## config.mk

```make
export PLATFORM = sky130hd
export DESIGN_NAME = pmic_control_register_bank
export DESIGN_NICKNAME = d
export VERILOG_FILES = /design/src/shared/pmic_regs_pkg.sv /design/src/shared/line_events_if.sv /design/src/logic/line_watch.sv /design/src/logic/pmic_control_register_bank.sv
export SDC_FILE = /design/constraint.sdc
export NUM_CORES = 1
export LEC_CHECK = 0
export BUFFER_PORTS_ARGS = -buffer_cell sky130_fd_sc_hd__buf_2
export CAP_MARGIN = 20
export CORE_MARGIN = 2
export CORE_UTILIZATION = 61
export DETAILED_ROUTE_END_ITERATION = 10
export HOLD_SLACK_MARGIN = 0.06
export PLACE_DENSITY_LB_ADDON = 0.2
export SYNTH_ARGS = -nofsm -noshare
export SYNTH_HDL_FRONTEND = slang
export SYNTH_SLANG_ARGS = --single-unit
```

## constraint.sdc

```tcl
create_clock -name clk_sys -period 4.2 [get_ports clk_sys]
set_input_delay 0.84 -clock clk_sys [delete_from_list [all_inputs] [get_ports clk_sys]]
set_output_delay 0.84 -clock clk_sys [all_outputs]
set_load 0.02 [all_outputs]
```

## src/shared/pmic_regs_pkg.sv

```systemverilog
`default_nettype none

package pmic_regs_pkg;

    // ------------------------------------------------------------
    // Serial port framing
    // ------------------------------------------------------------
    localparam logic [6:0] BUS_ADDRESS = 7'h60;   // Seven-bit device address
    localparam logic [3:0] BYTE_BITS = 4'h8;      // Bits in one byte
    localparam logic [3:0] FIRST_BIT_SENT = 4'h1; // Count after the MSB is out
    localparam logic [3:0] BIT_COUNT_ZERO = 4'h0; // Empty bit counter
    localparam logic [3:0] BIT_STEP = 4'h1;       // Bit counter step
    localparam logic [7:0] INDEX_STEP = 8'h01;    // Register index step on writes
    localparam int RW_BIT = 0;                    // Direction bit in address byte
    localparam int MSB_BIT = 7;                   // Top bit of a byte
    localparam int NEXT_BIT = 6;                  // Bit that follows the MSB

    // ------------------------------------------------------------
    // Register map
    // ------------------------------------------------------------
    localparam int REG_COUNT = 39;                // Indices 0x00 to 0x26
    localparam logic [7:0] ADDR_DEVICE_REVISION_ID = 8'h00;
    localparam logic [7:0] ADDR_NVM_VERSION_ID = 8'h01;
    localparam logic [7:0] ADDR_BUCK_A_CONTROL_ONE = 8'h02;
    localparam logic [7:0] ADDR_EXT_CLOCK_SYNC_CONFIG = 8'h14;
    localparam logic [7:0] ADDR_POWER_GOOD_CONFIG_A = 8'h15;
    localparam logic [7:0] ADDR_POWER_GOOD_CONFIG_B = 8'h16;
    localparam logic [7:0] ADDR_POWER_GOOD_FAULT_STATUS = 8'h17;
    localparam logic [7:0] ADDR_SOFTWARE_RESET_CTRL = 8'h18;
    localparam logic [7:0] ADDR_INTERRUPT_TOP_A = 8'h19;
    localparam logic [7:0] ADDR_INTERRUPT_TOP_B = 8'h1A;
    localparam logic [7:0] ADDR_INTERRUPT_BUCK_FLAGS = 8'h1B;
    localparam logic [7:0] ADDR_INTERRUPT_LINEAR_FLAGS = 8'h1C;
    localparam logic [7:0] ADDR_TOP_STATUS_FLAGS = 8'h1D;
    localparam logic [7:0] ADDR_BUCK_STATUS_FLAGS = 8'h1E;
    localparam logic [7:0] ADDR_LINEAR_STATUS_FLAGS = 8'h1F;
    localparam logic [7:0] ADDR_TOP_INTERRUPT_MASK_A = 8'h20;
    localparam logic [7:0] ADDR_TOP_INTERRUPT_MASK_B = 8'h21;
    localparam logic [7:0] ADDR_BUCK_INTERRUPT_MASK = 8'h22;
    localparam logic [7:0] ADDR_LINEAR_INTERRUPT_MASK = 8'h23;
    localparam logic [7:0] ADDR_LOAD_CURRENT_SELECT = 8'h24;
    localparam logic [7:0] ADDR_LOAD_CURRENT_HIGH = 8'h25;
    localparam logic [7:0] ADDR_LOAD_CURRENT_LOW = 8'h26;
    localparam int FLAG_REG_COUNT = 4;            // Interrupt flag registers

    // ------------------------------------------------------------
    // Field layouts and reset values
    // ------------------------------------------------------------
    localparam int BUCK_A_FORCED_PWM_BIT = 3;
    localparam int BUCK_A_DISCHARGE_ENABLE_BIT = 2;
    localparam int BUCK_A_PIN_GATING_BIT = 1;
    localparam int BUCK_A_ENABLE_BIT = 0;
    localparam logic [7:0] BUCK_A_CONTROL_ONE_RESET = 8'h0F;
    localparam logic [7:0] SOFTWARE_RESET_MASK = 8'h01;  // Self-clearing bit
    localparam logic [7:0] BYTE_ZERO = 8'h00;
    localparam logic [7:0] BYTE_ONES = 8'hFF;
    localparam logic [5:0] REVISION_LOW_BITS = 6'h02;    // Fixed bits 5:0
    localparam logic [6:0] LOAD_HIGH_PAD = 7'h00;        // Upper bits of high byte
    localparam int LOAD_CURRENT_W = 9;                   // Load readout width

    // ------------------------------------------------------------
    // Serial engine states
    // ------------------------------------------------------------
    typedef enum logic [8:0] {
        ST_IDLE = 9'h001,        // Not addressed, waiting for start
        ST_ADDR = 9'h002,        // Shifting in address byte
        ST_ADDR_ACK = 9'h004,    // Driving acknowledge of address
        ST_REG = 9'h008,         // Shifting in register index
        ST_REG_ACK = 9'h010,     // Driving acknowledge of index
        ST_WDATA = 9'h020,       // Shifting in a data byte
        ST_WDATA_ACK = 9'h040,   // Driving acknowledge of data
        ST_RDATA = 9'h080,       // Shifting out a data byte
        ST_RACK = 9'h100         // Sampling acknowledge from host
    } engine_state_type;

endpackage

`default_nettype wire

```

## src/shared/line_events_if.sv

```systemverilog
`timescale 1ns/1ns
`default_nettype none

// Pin events seen on the serial lines, passed to the engine
interface line_events_if;
    logic scl_rise; // SCL went high, one-cycle pulse
    logic scl_fall; // SCL went low, one-cycle pulse
    logic start;    // Start or repeated start, one-cycle pulse
    logic stop;     // Stop condition, one-cycle pulse
    logic sda_bit;  // SDA level sampled with the pins

    modport watcher (output scl_rise, output scl_fall, output start, output stop,
        output sda_bit);
    modport engine (input scl_rise, input scl_fall, input start, input stop,
        input sda_bit);
endinterface

`default_nettype wire

```

## src/logic/line_watch.sv

```systemverilog
`timescale 1ns/1ns
`default_nettype none

module line_watch (
    input wire logic clk_sys,
    input wire logic resetn,
    input wire logic scl_in,
    input wire logic sda_in,
    line_events_if.watcher events
);

    // ------------------------------------------------------------
    // State
    // ------------------------------------------------------------
    typedef struct packed {
        logic scl_q;    // SCL one cycle ago
        logic sda_q;    // SDA one cycle ago
        logic scl_rise; // Rising clock edge seen
        logic scl_fall; // Falling clock edge seen
        logic start;    // Data fell while clock high
        logic stop;     // Data rose while clock high
        logic sda_bit;  // Registered data level
    } watch_type;

    localparam watch_type WATCH_INIT = '{1'b1, 1'b1, 1'b0, 1'b0, 1'b0, 1'b0, 1'b1};

    watch_type s_r;
    watch_type s_nxt;

    // Edge and condition detection on the sampled pins
    always_comb
    begin
        s_nxt = s_r;
        s_nxt.scl_q = scl_in;
        s_nxt.sda_q = sda_in;
        s_nxt.scl_rise = scl_in & ~s_r.scl_q;
        s_nxt.scl_fall = ~scl_in & s_r.scl_q;
        s_nxt.start = scl_in & s_r.scl_q & s_r.sda_q & ~sda_in;
        s_nxt.stop = scl_in & s_r.scl_q & ~s_r.sda_q & sda_in;
        s_nxt.sda_bit = sda_in;
    end

    // State register
    always_ff @(posedge clk_sys or negedge resetn)
    begin
        if (!resetn)
        begin
            s_r <= WATCH_INIT;
        end
        else
        begin
            s_r <= s_nxt;
        end
    end

    assign events.scl_rise = s_r.scl_rise;
    assign events.scl_fall = s_r.scl_fall;
    assign events.start = s_r.start;
    assign events.stop = s_r.stop;
    assign events.sda_bit = s_r.sda_bit;

endmodule // line_watch

`default_nettype wire

```

## src/logic/pmic_control_register_bank.sv

```systemverilog
`timescale 1ns/1ns
`default_nettype none

// Summary of operation
// - Bit 3 forces PWM, else automatic mode
// - Bit 2 connects discharge while converter off
// - Bit 1 adds external pin to enable
// - Bit 0 enables converter, gated as selected
// - Address zero bits 7:6 read-only ID
// - Address one reads read-only memory version
// - Address byte, direction, index, then data
// - Writes auto-increment index; reads do not
// - Respond only at bus address 0x60
module pmic_control_register_bank #(
    parameter logic [1:0] PART_ID_CODE = 2'h1,        // Arbitrary value
    parameter logic [7:0] NVM_VERSION_CODE = 8'h5A    // Arbitrary value
) (
    input wire logic clk_sys,
    input wire logic resetn,
    input wire logic scl_in,
    input wire logic sda_in,
    output logic sda_out,
    output logic sda_drive_n,
    input wire logic buck_a_en_pin,
    input wire logic [7:0] power_good_fault_status_in,
    input wire logic [7:0] top_status_in,
    input wire logic [7:0] buck_status_in,
    input wire logic [7:0] linear_status_in,
    input wire logic [pmic_regs_pkg::LOAD_CURRENT_W-1:0] load_current_in,
    input wire logic [7:0] top_a_event_in,
    input wire logic [7:0] top_b_event_in,
    input wire logic [7:0] buck_event_in,
    input wire logic [7:0] linear_event_in,
    output logic buck_a_forced_pwm,
    output logic buck_a_discharge_on,
    output logic buck_a_active,
    output logic sw_reset_pulse
);
    import pmic_regs_pkg::*;

    // ------------------------------------------------------------
    // State
    // ------------------------------------------------------------
    typedef logic [REG_COUNT-1:0][7:0] bank_type;

    typedef struct packed {
        engine_state_type state;   // Serial engine state
        logic [3:0] bit_count;     // Bits moved in current byte
        logic [7:0] shift;         // Byte being shifted
        logic [7:0] index;         // Internal register index
        logic read_dir;            // Transfer is a read
        logic drive_n;             // Low while pulling SDA low
        logic sda_level;           // Level put on SDA when driven
        bank_type regfile;         // Stored register contents
        logic forced_pwm;          // Converter mode output
        logic discharge_on;        // Discharge resistor output
        logic active;              // Converter enable output
        logic sw_reset;            // Software reset pulse
    } engine_type;

    // Power-on contents of the stored registers
    function automatic bank_type bank_defaults();
        bank_type b;
        b = '0;
        b[ADDR_BUCK_A_CONTROL_ONE] = BUCK_A_CONTROL_ONE_RESET;
        return b;
    endfunction

    localparam engine_type ENGINE_INIT = '{
        state: ST_IDLE,
        bit_count: BIT_COUNT_ZERO,
        shift: BYTE_ZERO,
        index: BYTE_ZERO,
        read_dir: 1'b0,
        drive_n: 1'b1,
        sda_level: 1'b0,
        regfile: bank_defaults(),
        forced_pwm: BUCK_A_CONTROL_ONE_RESET[BUCK_A_FORCED_PWM_BIT],
        discharge_on: 1'b0,
        active: 1'b0,
        sw_reset: 1'b0
    };

    engine_type s_r;
    engine_type s_nxt;

    line_events_if line_ev ();

    // ------------------------------------------------------------
    // Pin watcher
    // ------------------------------------------------------------
    line_watch u_line_watch (
        .clk_sys(clk_sys),
        .resetn(resetn),
        .scl_in(scl_in),
        .sda_in(sda_in),
        .events(line_ev)
    );

    // ------------------------------------------------------------
    // Read data selection
    // ------------------------------------------------------------
    // Byte returned for a register index; unmapped indices read zero
    function automatic logic [7:0] read_byte(input logic [7:0] idx, input bank_type b);
        logic [7:0] v;
        v = BYTE_ZERO;
        unique case (idx)
            // Identification code, writes never reach it
            ADDR_DEVICE_REVISION_ID: v = {PART_ID_CODE, REVISION_LOW_BITS};
            // Memory version code, read-only
            ADDR_NVM_VERSION_ID: v = NVM_VERSION_CODE;
            ADDR_POWER_GOOD_FAULT_STATUS: v = power_good_fault_status_in;
            ADDR_TOP_STATUS_FLAGS: v = top_status_in;
            ADDR_BUCK_STATUS_FLAGS: v = buck_status_in;
            ADDR_LINEAR_STATUS_FLAGS: v = linear_status_in;
            ADDR_LOAD_CURRENT_HIGH:
                v = {LOAD_HIGH_PAD, load_current_in[LOAD_CURRENT_W-1]};
            ADDR_LOAD_CURRENT_LOW: v = load_current_in[7:0];
            ADDR_BUCK_A_CONTROL_ONE, ADDR_EXT_CLOCK_SYNC_CONFIG,
            ADDR_POWER_GOOD_CONFIG_A, ADDR_POWER_GOOD_CONFIG_B,
            ADDR_SOFTWARE_RESET_CTRL, ADDR_INTERRUPT_TOP_A,
            ADDR_INTERRUPT_TOP_B, ADDR_INTERRUPT_BUCK_FLAGS,
            ADDR_INTERRUPT_LINEAR_FLAGS, ADDR_TOP_INTERRUPT_MASK_A,
            ADDR_TOP_INTERRUPT_MASK_B, ADDR_BUCK_INTERRUPT_MASK,
            ADDR_LINEAR_INTERRUPT_MASK, ADDR_LOAD_CURRENT_SELECT:
                v = b[idx];
            default: v = BYTE_ZERO;
        endcase
        return v;
    endfunction

    // ------------------------------------------------------------
    // Serial engine and register bank
    // ------------------------------------------------------------
    // Byte framing, acknowledge, register writes, flags and outputs
    always_comb
    begin
        logic [FLAG_REG_COUNT-1:0][7:0] events;  // Flag set sources
        logic [FLAG_REG_COUNT-1:0][7:0] clears;  // Flag clear requests
        logic [7:0] rd;                          // Byte to send
        logic [7:0] wd;                          // Byte received
        logic bank_reset;                        // Software reset request
        logic [7:0] ctrl;                        // Converter control byte
        events = {linear_event_in, buck_event_in, top_b_event_in, top_a_event_in};
        clears = '0;
        rd = read_byte(s_r.index, s_r.regfile);
        wd = s_r.shift;
        bank_reset = 1'b0;
        ctrl = BYTE_ZERO;
        s_nxt = s_r;
        s_nxt.sw_reset = 1'b0;
        s_nxt.sda_level = 1'b0;

        if (line_ev.stop)
        begin
            // Stop ends any transfer and frees the line
            s_nxt.state = ST_IDLE;
            s_nxt.drive_n = 1'b1;
        end
        else if (line_ev.start)
        begin
            // Start or repeated start begins a new address byte
            s_nxt.state = ST_ADDR;
            s_nxt.bit_count = BIT_COUNT_ZERO;
            s_nxt.drive_n = 1'b1;
        end
        else
        begin
            unique case (s_r.state)
                ST_IDLE:
                begin
                    // Nothing to do until a start
                    s_nxt.drive_n = 1'b1;
                end
                ST_ADDR, ST_REG, ST_WDATA:
                begin
                    if (line_ev.scl_rise && s_r.bit_count != BYTE_BITS)
                    begin
                        // Shift in the bit, MSB first
                        s_nxt.shift = {s_r.shift[NEXT_BIT:0], line_ev.sda_bit};
                        s_nxt.bit_count = s_r.bit_count + BIT_STEP;
                    end
                    else if (line_ev.scl_fall && s_r.bit_count == BYTE_BITS)
                    begin
                        if (s_r.state == ST_ADDR)
                        begin
                            if (wd[MSB_BIT:1] == BUS_ADDRESS)
                            begin
                                // Own address: remember direction and acknowledge
                                s_nxt.read_dir = wd[RW_BIT];
                                s_nxt.drive_n = 1'b0;
                                s_nxt.state = ST_ADDR_ACK;
                            end
                            else
                            begin
                                // Another device: stay off the line
                                s_nxt.state = ST_IDLE;
                            end
                        end
                        else if (s_r.state == ST_REG)
                        begin
                            // Second byte selects the register
                            s_nxt.index = wd;
                            s_nxt.drive_n = 1'b0;
                            s_nxt.state = ST_REG_ACK;
                        end
                        else
                        begin
                            // Data byte: store, then step to the next register
                            unique case (s_r.index)
                                ADDR_BUCK_A_CONTROL_ONE, ADDR_EXT_CLOCK_SYNC_CONFIG,
                                ADDR_POWER_GOOD_CONFIG_A, ADDR_POWER_GOOD_CONFIG_B,
                                ADDR_TOP_INTERRUPT_MASK_A, ADDR_TOP_INTERRUPT_MASK_B,
                                ADDR_BUCK_INTERRUPT_MASK, ADDR_LINEAR_INTERRUPT_MASK,
                                ADDR_LOAD_CURRENT_SELECT:
                                    s_nxt.regfile[s_r.index] = wd;
                                ADDR_SOFTWARE_RESET_CTRL:
                                begin
                                    // Reset bit acts once and reads back zero
                                    s_nxt.regfile[s_r.index] = wd & ~SOFTWARE_RESET_MASK;
                                    bank_reset = |(wd & SOFTWARE_RESET_MASK);
                                end
                                ADDR_INTERRUPT_TOP_A, ADDR_INTERRUPT_TOP_B,
                                ADDR_INTERRUPT_BUCK_FLAGS, ADDR_INTERRUPT_LINEAR_FLAGS:
                                    // Writing one clears a flag
                                    clears[s_r.index - ADDR_INTERRUPT_TOP_A] = wd;
                                default:
                                    // Read-only or unmapped: write ignored
                                    bank_reset = 1'b0;
                            endcase
                            s_nxt.index = s_r.index + INDEX_STEP;
                            s_nxt.drive_n = 1'b0;
                            s_nxt.state = ST_WDATA_ACK;
                        end
                    end
                end
                ST_ADDR_ACK:
                begin
                    if (line_ev.scl_fall)
                    begin
                        if (s_r.read_dir)
                        begin
                            // Read: put the MSB of the selected register out
                            s_nxt.shift = rd;
                            s_nxt.drive_n = rd[MSB_BIT];
                            s_nxt.bit_count = FIRST_BIT_SENT;
                            s_nxt.state = ST_RDATA;
                        end
                        else
                        begin
                            // Write: register index follows
                            s_nxt.drive_n = 1'b1;
                            s_nxt.bit_count = BIT_COUNT_ZERO;
                            s_nxt.state = ST_REG;
                        end
                    end
                end
                ST_REG_ACK, ST_WDATA_ACK:
                begin
                    if (line_ev.scl_fall)
                    begin
                        // Release and take the next data byte
                        s_nxt.drive_n = 1'b1;
                        s_nxt.bit_count = BIT_COUNT_ZERO;
                        s_nxt.state = ST_WDATA;
                    end
                end
                ST_RDATA:
                begin
                    if (line_ev.scl_fall)
                    begin
                        if (s_r.bit_count == BYTE_BITS)
                        begin
                            // Byte done: free the line for the host acknowledge
                            s_nxt.drive_n = 1'b1;
                            s_nxt.state = ST_RACK;
                        end
                        else
                        begin
                            // Next bit; a one releases the line
                            s_nxt.drive_n = s_r.shift[NEXT_BIT];
                            s_nxt.shift = {s_r.shift[NEXT_BIT:0], 1'b0};
                            s_nxt.bit_count = s_r.bit_count + BIT_STEP;
                        end
                    end
                end
                ST_RACK:
                begin
                    if (line_ev.scl_rise)
                    begin
                        if (line_ev.sda_bit)
                        begin
                            // Host declined more data
                            s_nxt.state = ST_IDLE;
                        end
                        else
                        begin
                            // More wanted: same register again, index kept
                            s_nxt.state = ST_ADDR_ACK;
                        end
                    end
                end
            endcase
        end

        // Software reset restores stored registers and clears flags
        if (bank_reset)
        begin
            s_nxt.regfile = bank_defaults();
            s_nxt.sw_reset = 1'b1;
            clears = {FLAG_REG_COUNT{BYTE_ONES}};
        end

        // Sticky flags: a new event wins over a clear in the same cycle
        for (int i = 0; i < FLAG_REG_COUNT; i++)
        begin
            s_nxt.regfile[int'(ADDR_INTERRUPT_TOP_A) + i] =
                (s_r.regfile[int'(ADDR_INTERRUPT_TOP_A) + i] & ~clears[i]) | events[i];
        end

        // Converter controls from the stored control byte
        ctrl = s_nxt.regfile[ADDR_BUCK_A_CONTROL_ONE];
        s_nxt.forced_pwm = ctrl[BUCK_A_FORCED_PWM_BIT];
        s_nxt.active = ctrl[BUCK_A_ENABLE_BIT]
            & (~ctrl[BUCK_A_PIN_GATING_BIT] | buck_a_en_pin);
        s_nxt.discharge_on = ctrl[BUCK_A_DISCHARGE_ENABLE_BIT] & ~s_nxt.active;
    end

    // State register
    always_ff @(posedge clk_sys or negedge resetn)
    begin
        if (!resetn)
        begin
            s_r <= ENGINE_INIT;
        end
        else
        begin
            s_r <= s_nxt;
        end
    end

    // ------------------------------------------------------------
    // Outputs
    // ------------------------------------------------------------
    assign sda_out = s_r.sda_level;
    assign sda_drive_n = s_r.drive_n;
    assign buck_a_forced_pwm = s_r.forced_pwm;
    assign buck_a_discharge_on = s_r.discharge_on;
    assign buck_a_active = s_r.active;
    assign sw_reset_pulse = s_r.sw_reset;

endmodule // pmic_control_register_bank

`default_nettype wire

```

==> results of run 1 <==
## through the flow
stage	instance area, sq um	power [mW]	setup slack (ps)	util (%)	hold WS, ps
6_report	18500	9.40	744	69.2	292
4_1_cts	18500	9.36	847	69.2	310
2_1_floorplan	16500	5.07	693	-	445
5_1_grt	18500	9.68	546	69.2	327
3_5_place_dp	17300	6.06	865	64.6	465
3_3_place_gp	17300	6.04	966	64.6	463
## kinds of logic after synthesis
| kind of cell | Yosys count |
|---|---|
| mux | 199 |
| simple gates | 551 |
| xor+xnor | 3 |
| flops | 336 |
| compound gates | 320 |
| buf+inv | 134 |
| other cells | 1 |
| fa+ha+maj | 8 |
## worst paths after layout
| path | from | endpoint | cells after the start |
|---|---|---|---|
| min in group clk_sys | sda_in | u_line_watch.events.sda_bit | 1 |
| worst min-delay path | resetn | s_r[102] | 1 |
| max in group asynchronous | resetn | s_r[171] | 2 |
| worst min register to register | s_r[126] | s_r[126] | 1 |
| worst max-delay path | s_r[319] | s_r[176] | 9 |
| worst max register to register | s_r[319] | s_r[176] | 9 |
## Yosys cell counts (15+ instances only)
cell type,n
nor2_1,167
mux2_2,37
nand3_1,20
o22ai_1,46
nand2b_1,15
mux2i_1,151
a31o_2,29
buf_1,18
nor3_1,17
a21oi_1,56
buf_2,24
dfrtp_1,328
a22oi_1,17
and2_1,150
o21ai_0,46
o221ai_1,27
clkbuf_1,75
nand2_1,98
## cell type report
type / count / share of cell area, %
inverters: 13 / 0.271
well taps: 341 / 2.31
clock inverters: 11 / 0.940
repair buffers: 130 / 4.49
flip-flops and latches: 336 / 45.5
multi-input cells: 1082 / 40.7
clock buffers: 49 / 5.74
## layer usage
metal | vias up | share of wire, %
li1 | 5649 | -
met1 | 6526 | 42
met2 | 621 | 45
met3 | 137 | 7.7
met4 | 0 | 4.6
met5 | - | 0
## worst max-delay path, delay by kind of cell, from the launching register on
kind	cells	cell delay (ps)
buffers and inverters	1	400
adder cells (fa/ha/maj)	1	410
multiplexers	1	280
AND/OR/NAND/NOR	4	1090
AO/OA/AOI/OAI	2	660
flip-flops	1	460
## power groups by stage
| stage | Sequential, mW | Combinational (mW) | Clock, mW |
|---|---|---|---|
| after detailed placement | 3.48 | 2.58 | 0 |
| after CTS | 3.42 | 2.60 | 3.34 |
| after global routing | 3.43 | 2.77 | 3.48 |
| after global placement | 3.47 | 2.57 | 0 |
| final | 3.42 | 2.65 | 3.32 |
| after floorplan | 3.45 | 1.62 | 0 |
## layout by cell type, fill, tap and decap left out, drive strengths merged, types with 9 or more instances in the layout
master	count
a22oi	17
buf	130
mux2	37
nand2	98
and3	10
nand3	21
a21oi	56
a31o	32
nor3	21
o22ai	46
o221ai	28
nor2	178
inv	12
clkbuf	49
dfrtp	328
o21ai	47
a211oi	9
a221oi	9
and2	150
nand2b	15
or2	11
a31oi	9
nand4	9
mux4	11
mux2i	151
==> results.py, run 1 <==
metrics = {
    "floorplan": {
        "rows": 60,
        "dieArea_sq_um": 28400,
        "start_util_pct": 61.7,
        "die_h_um": 168,
        "fp.coreArea_sq_um": 26700,
        "fp.dieW_um": 168,
        "ioPinCount": 84,
    },
    "global_route": {
        "grt_max_degree": 94,
        "grt_first_pass_wirelength_mm": 73.1,
        "gr-usage-met1_pct": 47.3,
        "grt_overflow_total": 0,
        "use_met3_pct": 5.52,
        "grt_pass1_vias": 12700,
        "track_usage_pct": 33.1,
        "grt_antenna_before_repair": 0,
        "grt_util_met2_pct": 50.3,
        "grt.busiest_layer": "met2",
    },
    "synthesis": {
        "synth_top_area_share_pct": 49.8,
        "syn_inst": 1552,
        "async_flop_share_pct": 100,
        "synthAdderAreaFrac_pct": 0.607,
        "muxShareOfSynthArea_pct": 13.2,
        "synth-edff-count": 0,
        "synth-compound-area-share_pct": 14.1,
        "synth_top_family_by_area": "simple AND/OR/NAND/NOR gates",
        "synth_warnings": 0,
        "synth_area_leaders": "dfrtp_1 (50%), mux2i_1 (9.2%), and2_1 (5.7%), nor2_1 (3.8%), mux2_2 (2.5%)",
        "synth_area_leader_cell": "dfrtp_1",
        "netlist_area_sq_um": 16500,
        "synth_cell_types": 83,
        "synthSimpleGateAreaFrac_pct": 17.5,
        "synth_seq_cells": 336,
        "ys.flop_type": "dfrtp_1",
        "avgSynthCellArea_sq_um": 10.6,
        "syn_nets": 1638,
        "synth_xor_area_share_pct": 0.159,
        "synth_seq_area_share_pct": 51.1,
    },
    "cells_and_area": {
        "synthToLayoutAreaGrowth_pct": 12.2,
        "fin_cells": 1962,
        "drive_gt1_share_pct": 19.4,
        "top_register": "s_r",
        "num_antenna_cells": 0,
        "fin_nets": 1685,
        "largest_reg_flops": 326,
        "multiInputGateArea_sq_um": 7530,
        "fillers": 2017,
        "regArea_sq_um": 8420,
    },
    "clock_tree": {
        "cts_tree": "built",
        "cts_sinks": 336,
        "post_cts_resized": 0,
        "insertion_delay_ps": 520,
        "clk_path_buf_depth": 3,
        "h-tree-depth": 2,
        "cts_setup_buffers": 0,
        "clkTransAtPathRegs_ps": 60,
        "cts_root_buffer": "clkbuf_16",
        "cts_inserted_buffers": 36,
        "hold_buffers": 0,
    },
    "sta": {
        "hold_viol": 0,
        "tightestPinTransition_ps": 805,
        "fin_setup_tns_ps": 0,
        "max_freq_mhz": 289,
        "fin_worst_skew_ps": 19.7,
        "post-route-min-period_ps": 3460,
        "slew_headroom_pct": 45.9,
        "finalCritPeriodShare_pct": 82.3,
        "slew_viol_final": 0,
        "rsz0062_at_grt": "false",
        "setup_viol": 0,
    },
    "routing": {
        "drc": 0,
        "finalWirelength_mm": 46.8,
        "vias": 12900,
        "wl_per_cell_um": 23.9,
        "drtAntennaViolNets": 0,
        "drt_iter0_drc": 1411,
        "firstDrtPassIters": 5,
        "drt-vias-per-instance": 6.59,
    },
    "worst_setup_path": {
        "critPathCaptureType": "flop",
        "rrSetupSlack_ps": 740,
        "worstSetupPathType": "reg2reg",
        "critPathRequiredTime_ps": 4580,
        "cp_max_fo": 33,
        "path_cells": "buf_4, ha_1, nor3_1, o21bai_1, a221o_1, nand3_1, nor3_4, mux2i_1, nor2_1",
        "arrival_ps": 3840,
        "startpoint_type": "flop",
        "cpPeakStageDelay_ps": 640,
        "crit_slowest_cell": "nor3_4",
    },
    "power": {
        "switching_share_pct": 34.1,
        "switchingPower_mw": 3.20,
        "ir_drop_v": 0.000349,
        "p_leak_nw": 8.43,
        "p_int_mw": 6.19,
        "p_per_area_nw_per_um2": 508,
        "seq_power_share_pct": 36.4,
        "power_frac_comb_pct": 28.2,
        "clock_power_share_pct": 35.3,
    },
    "place": {
        "dp_hpwl_mm": 30.5,
        "routabilityCongestion": 0.945,
        "port_buffers": 82,
        "post-place-cells": 1902,
    },
    "run_status": {
        "status": "completed",
    },
    "flow_run": {
        "drv.max_cap_violation_count": 0,
    },
    "min_path": {
        "hold_path_class": "in2async",
    },
}
Power figures use the tool's default switching activity.
==> run 2: changes to the inputs <==
==> constraint.sdc (replaced) <==
create_clock -name clk_sys -period 3.35 [get_ports clk_sys]
set_input_delay 0.67 -clock clk_sys [delete_from_list [all_inputs] [get_ports clk_sys]]
set_output_delay 0.67 -clock clk_sys [all_outputs]
set_load 0.02 [all_outputs]
==> run 2 against run 1 <==
Fmax grew 6.4%. Global-route usage is 0.62 points higher. Largest power group unchanged. Die area unchanged. Cell area is 0.89% higher. First-iteration DRC count increased by 28%. Clock skew increased by 6.5 ps. Clock-buffer cell count increased by 10.
==> results.py, run 2 (synthesis results as in run 1) <==
metrics = {
    "global_route": {
        "grt_first_pass_wirelength_mm": 74.0,
        "grt_pass1_vias": 12800,
        "grt_max_degree": 100,
        "grt_overflow_total": 0,
        "grt_antenna_before_repair": 0,
        "track_usage_pct": 33.8,
    },
    "clock_tree": {
        "h-tree-depth": 2,
        "cts_tree": "built",
        "clkTransAtPathRegs_ps": 60,
        "hold_buffers": 0,
        "cts_sinks": 336,
        "cts_inserted_buffers": 36,
        "insertion_delay_ps": 550,
        "post_cts_resized": 0,
        "clk_path_buf_depth": 3,
        "cts_setup_buffers": 0,
        "cts_root_buffer": "clkbuf_16",
    },
    "worst_setup_path": {
        "startpoint_type": "flop",
        "critPathRequiredTime_ps": 3770,
        "worstSetupPathType": "reg2reg",
        "endpoint": "s_r[194]",
        "rrSetupSlack_ps": 100,
        "r2r_cells": 9,
        "worstReg2RegEnd": "s_r[194]",
        "cp_max_fo": 11,
        "arrival_ps": 3660,
        "crit_path_start": "s_r[319]",
        "r2r_start": "s_r[319]",
        "critPathCaptureType": "flop",
    },
    "sta": {
        "setup_viol": 0,
        "max_freq_mhz": 308,
        "finalCritPeriodShare_pct": 96.9,
        "fin_worst_skew_ps": 26.2,
        "rsz0062_at_grt": "false",
        "slew_viol_final": 0,
        "slew_headroom_pct": 31.8,
        "post-route-min-period_ps": 3250,
        "hold_viol": 0,
        "tightestPinTransition_ps": 1020,
        "fin_setup_tns_ps": 0,
    },
    "floorplan": {
        "fp.dieW_um": 168,
        "die_h_um": 168,
        "dieArea_sq_um": 28400,
        "rows": 60,
        "ioPinCount": 84,
        "start_util_pct": 61.7,
        "fp.coreArea_sq_um": 26700,
    },
    "place": {
        "routabilityCongestion": 0.952,
        "dp_hpwl_mm": 31.1,
        "port_buffers": 82,
    },
    "flow_run": {
        "drv.max_cap_violation_count": 0,
    },
    "cells_and_area": {
        "largest_reg_flops": 326,
        "fin_nets": 1703,
        "final_cell_mix": "dfrtp_1 (325), nor2_1 (167), mux2i_1 (151), and2_1 (150), nand2_1 (98)",
        "fillers": 1947,
        "num_antenna_cells": 0,
        "mostFrequentLayoutCell": "dfrtp_1",
        "drive_gt1_share_pct": 19.9,
        "top_register": "s_r",
        "synthToLayoutAreaGrowth_pct": 13.2,
    },
    "routing": {
        "drt_iter0_drc": 1808,
        "firstDrtPassIters": 8,
        "drtAntennaViolNets": 0,
        "finalWirelength_mm": 47.2,
        "drt-vias-per-instance": 6.57,
        "vias": 13000,
        "wl_per_cell_um": 23.8,
        "drc": 0,
    },
    "power": {
        "ir_drop_v": 0.000441,
        "p_total_mw": 11.7,
        "p_per_area_nw_per_um2": 625,
        "p_leak_nw": 8.52,
    },
    "run_status": {
        "status": "completed",
    },
    "min_path": {
        "hold_path_class": "in2async",
    },
}
run 2: worst min-delay path by stage:
stage,end,cells past startpoint
floorplan,buck_a_active,0
global placement,s_r[107],1
detailed placement,s_r[60],1
CTS,s_r[154],1
global route,s_r[62],1
finish,s_r[146],1
run 2: area by class of cell:
class	instances	area, sq um	share of cell area [%]
sequential	336	8420	45.1
multi-input combinational	1082	7530	40.3
clock buffer	59	1070	5.72
timing repair buffer	148	1040	5.58
tap	341	427	2.29
clock inverter	7	123	0.657
inverter	13	50.0	0.268
run 2: metrics by stage:
| step | setup slack (ps) | instances | hold WS, ps | utilization, % | cell area, sq um |
|---|---|---|---|---|---|
| floorplan | 0.925 | 1552 | 374 | - | 16500 |
| global placement | 331 | 1920 | 463 | 65.4 | 17500 |
| detailed placement | 218 | 1920 | 465 | 65.4 | 17500 |
| CTS | 196 | 1986 | 133 | 69.8 | 18700 |
| global route | 31.5 | 1986 | 163 | 69.8 | 18700 |
| finish | 103 | 1986 | 117 | 69.8 | 18700 |
run 2: worst max-delay path, stage by stage (launching register included):
cell	delay [ps]
dfrtp_2	430
inv_2	210
ha_1	230
or3b_1	390
a211oi_2	320
a221o_1	280
nand3_1	270
nor2_2	640
mux2i_1	300
nor2_1	60
run 2: routing by layer:
metal / track usage (%) / part of all wire, %
met1: 47.6 / 41
met4: 14.5 / 4.7
met3: 8.23 / 9.5
met2: 50.3 / 44
met5: 0 / 0
run 2: power breakdown:
part           internal, mW  switching (mW)
clock network          2.35            1.65
registers              4.16           0.165
logic                  1.11            2.22
==> run 3: changes to the inputs <==
--- a/config.mk
+++ b/config.mk
@@ -5,10 +5,11 @@
 export SDC_FILE = /design/constraint.sdc
 export NUM_CORES = 1
 export LEC_CHECK = 0
+export ABC_AREA = 1
 export BUFFER_PORTS_ARGS = -buffer_cell sky130_fd_sc_hd__buf_2
 export CAP_MARGIN = 20
 export CORE_MARGIN = 2
-export CORE_UTILIZATION = 61
+export CORE_UTILIZATION = 62
 export DETAILED_ROUTE_END_ITERATION = 10
 export HOLD_SLACK_MARGIN = 0.06
 export PLACE_DENSITY_LB_ADDON = 0.2
==> run 3 against run 2 <==
Global-route usage is 1.7 points lower. Highest routed layer unchanged. Combinational power decreased by 61%. Setup slack better by 280 ps. Non-clock buffer count decreased by 22. Critical path depth is 1 higher. Area after synthesis grew 8.5%. Critical path type unchanged. First-iteration DRC count is 1.9% lower. Routed wire length grew 2.0%. Clock-buffer cell count decreased by 3. Sequential share of layout area is 0.49 points lower. Largest cell class unchanged.
==> results.py, run 3 <==
metrics = {
    "place": {
        "dpl_cell_area_sq_um": 18500,
        "post-place-cells": 2741,
        "port_buffers": 82,
        "dp_hpwl_mm": 31.9,
        "routabilityCongestion": 0.927,
    },
    "routing": {
        "top_layer": "met4",
        "drt-vias-per-instance": 5.67,
        "wl_met1_mm": 20.4,
        "drc": 0,
        "route.met3.wl_mm": 4.29,
        "drtAntennaViolNets": 0,
        "firstDrtPassIters": 6,
        "drt_iter0_drc": 1773,
        "finalWirelength_mm": 48.1,
        "wl_per_cell_um": 17.1,
        "wl_met2_mm": 22.0,
        "vias": 15900,
    },
    "clock_tree": {
        "hold_buffers": 0,
        "cts_tree": "built",
        "cts_inserted_buffers": 38,
        "clk_path_buf_depth": 3,
        "clkTransAtPathRegs_ps": 60,
        "cts_setup_buffers": 0,
        "insertion_delay_ps": 530,
        "cts_sinks": 352,
        "post_cts_resized": 0,
        "cts_root_buffer": "clkbuf_16",
        "h-tree-depth": 2,
    },
    "global_route": {
        "grt_max_degree": 97,
        "grt_first_pass_wirelength_mm": 77.8,
        "grt_antenna_before_repair": 0,
        "track_usage_pct": 32.1,
        "grt_pass1_vias": 14900,
        "grt_overflow_total": 0,
    },
    "worst_setup_path": {
        "critPathRequiredTime_ps": 3800,
        "startpoint_type": "flop",
        "cp_max_fo": 27,
        "arrival_ps": 3410,
        "critPathCaptureType": "flop",
        "worstSetupPathType": "reg2reg",
    },
    "sta": {
        "rsz0062_at_grt": "false",
        "fin_worst_skew_ps": 20.5,
        "slew_viol_final": 0,
        "post-route-min-period_ps": 2960,
        "hold_ws_ps": 132,
        "hold_viol": 0,
        "tightestPinTransition_ps": 909,
        "slew_headroom_pct": 39.4,
        "max_freq_mhz": 337,
        "finalCritPeriodShare_pct": 88.5,
        "fin_setup_tns_ps": 0,
        "setup_viol": 0,
    },
    "synthesis": {
        "synth_seq_area_share_pct": 49.3,
        "synth-edff-count": 0,
        "synth_top_area_share_pct": 48.1,
        "synth_area_leader_cell": "dfrtp_1",
        "netlist_area_sq_um": 17900,
        "synth_cell_types": 49,
        "synthMostInstantiatedCell": "nand2_1",
        "syn_inst": 2352,
        "synth_area_leaders": "dfrtp_1 (48%), nand2_1 (11%), nor2_1 (7.4%), o21ai_0 (6.8%), inv_1 (5.6%)",
        "synthTopCellsByCount": "nand2_1 (535), nor2_1 (354), dfrtp_1 (344), inv_1 (267), o21ai_0 (244)",
        "ys.flop_type": "dfrtp_1",
        "synth_warnings": 0,
        "synth_seq_cells": 352,
        "syn_nets": 2438,
        "avgSynthCellArea_sq_um": 7.60,
        "async_flop_share_pct": 100,
    },
    "cells_and_area": {
        "top_register": "s_r",
        "fin_cells": 2807,
        "synthToLayoutAreaGrowth_pct": 10.5,
        "fillers": 2418,
        "finalInstanceArea_sq_um": 19800,
        "num_antenna_cells": 0,
        "fin_util_pct": 69.2,
        "final_cell_mix": "nand2_1 (535), nor2_1 (353), dfrtp_1 (343), inv_1 (267), o21ai_0 (244)",
        "mostFrequentLayoutCell": "nand2_1",
        "largest_reg_flops": 342,
        "fin_nets": 2483,
        "drive_gt1_share_pct": 10.4,
    },
    "floorplan": {
        "die_h_um": 174,
        "rows": 62,
        "ioPinCount": 84,
        "start_util_pct": 62.6,
        "dieArea_sq_um": 30200,
        "fp.coreArea_sq_um": 28500,
        "fp.dieW_um": 174,
    },
    "run_status": {
        "status": "completed",
    },
    "min_path": {
        "hold_path_class": "in2async",
    },
    "flow_run": {
        "drv.max_cap_violation_count": 0,
    },
    "power": {
        "p_per_area_nw_per_um2": 505,
        "ir_drop_v": 0.000464,
        "p_leak_nw": 9.54,
    },
}
## run 3: through the flow
| stage | power (mW) | worst slack, ps |
|---|---|---|
| 5_1_grt | 10.4 | 170 |
| 4_1_cts | 9.99 | 416 |
| 6_report | 9.99 | 386 |
| 2_1_floorplan | 5.36 | 746 |
| 3_5_place_dp | 5.91 | 474 |
| 3_3_place_gp | 5.88 | 578 |
## run 3: final cells by class
class | instances | area (sq um) | area share [%]
Clock buffer | 56 | 1100 | 5.56
Timing Repair Buffer | 126 | 788 | 3.99
Inverter | 284 | 1070 | 5.42
Clock inverter | 10 | 114 | 0.576
Multi-Input combinational cell | 1595 | 7380 | 37.4
Tap cell | 384 | 480 | 2.43
Sequential cell | 352 | 8820 | 44.7
## run 3: cells by family (layout without fill, tap and decap cells)
family | count (synthesis) | after routing | synth area share [%]
other cells | 1 | 1 | 0.0210
fa+ha+maj | 8 | 8 | 0.560
simple gates | 1072 | 1072 | 24.9
flops | 352 | 352 | 49.3
compound gates | 510 | 510 | 15.5
buf+inv | 405 | 476 | 9.45
xor+xnor | 4 | 4 | 0.196
## run 3: power by group
| part | internal (mW) | switching (mW) | total (mW) |
|---|---|---|---|
| sequential | 4.38 | 0.189 | 4.56 |
| clock | 2.42 | 1.69 | 4.11 |
| combinational | 0.332 | 0.979 | 1.31 |
| total | 7.13 | 2.85 | 9.99 |
## run 3: layer usage
metal | vias to the layer above | GRT usage [%]
li1 | 7614 | -
met1 | 7423 | 46.0
met2 | 765 | 50.1
met3 | 105 | 5.18
met4 | 0 | 10.9
met5 | - | 0
## run 3: final timing paths
kind	end	cells past startpoint	slack, ps	startpoint
worst min register to register	s_r[121]	2	480	s_r[121]
worst min-delay path	s_r[58]	1	130	resetn
worst max-delay path	s_r[16]	10	390	s_r[319]
max in group asynchronous	u_line_watch.events.sda_bit	2	2310	resetn
worst max register to register	s_r[16]	10	390	s_r[319]
min in group clk_sys	u_line_watch.events.sda_bit	1	270	sda_in
## run 3: worst max-delay path: stages, from the launching register on
cell	delay, ps
dfrtp_4	610
inv_2	150
ha_1	290
nor2_1	80
nor2_1	130
o21bai_2	110
nand3_2	150
nand4_4	400
nor2_2	600
o21ai_0	180
a21oi_1	170
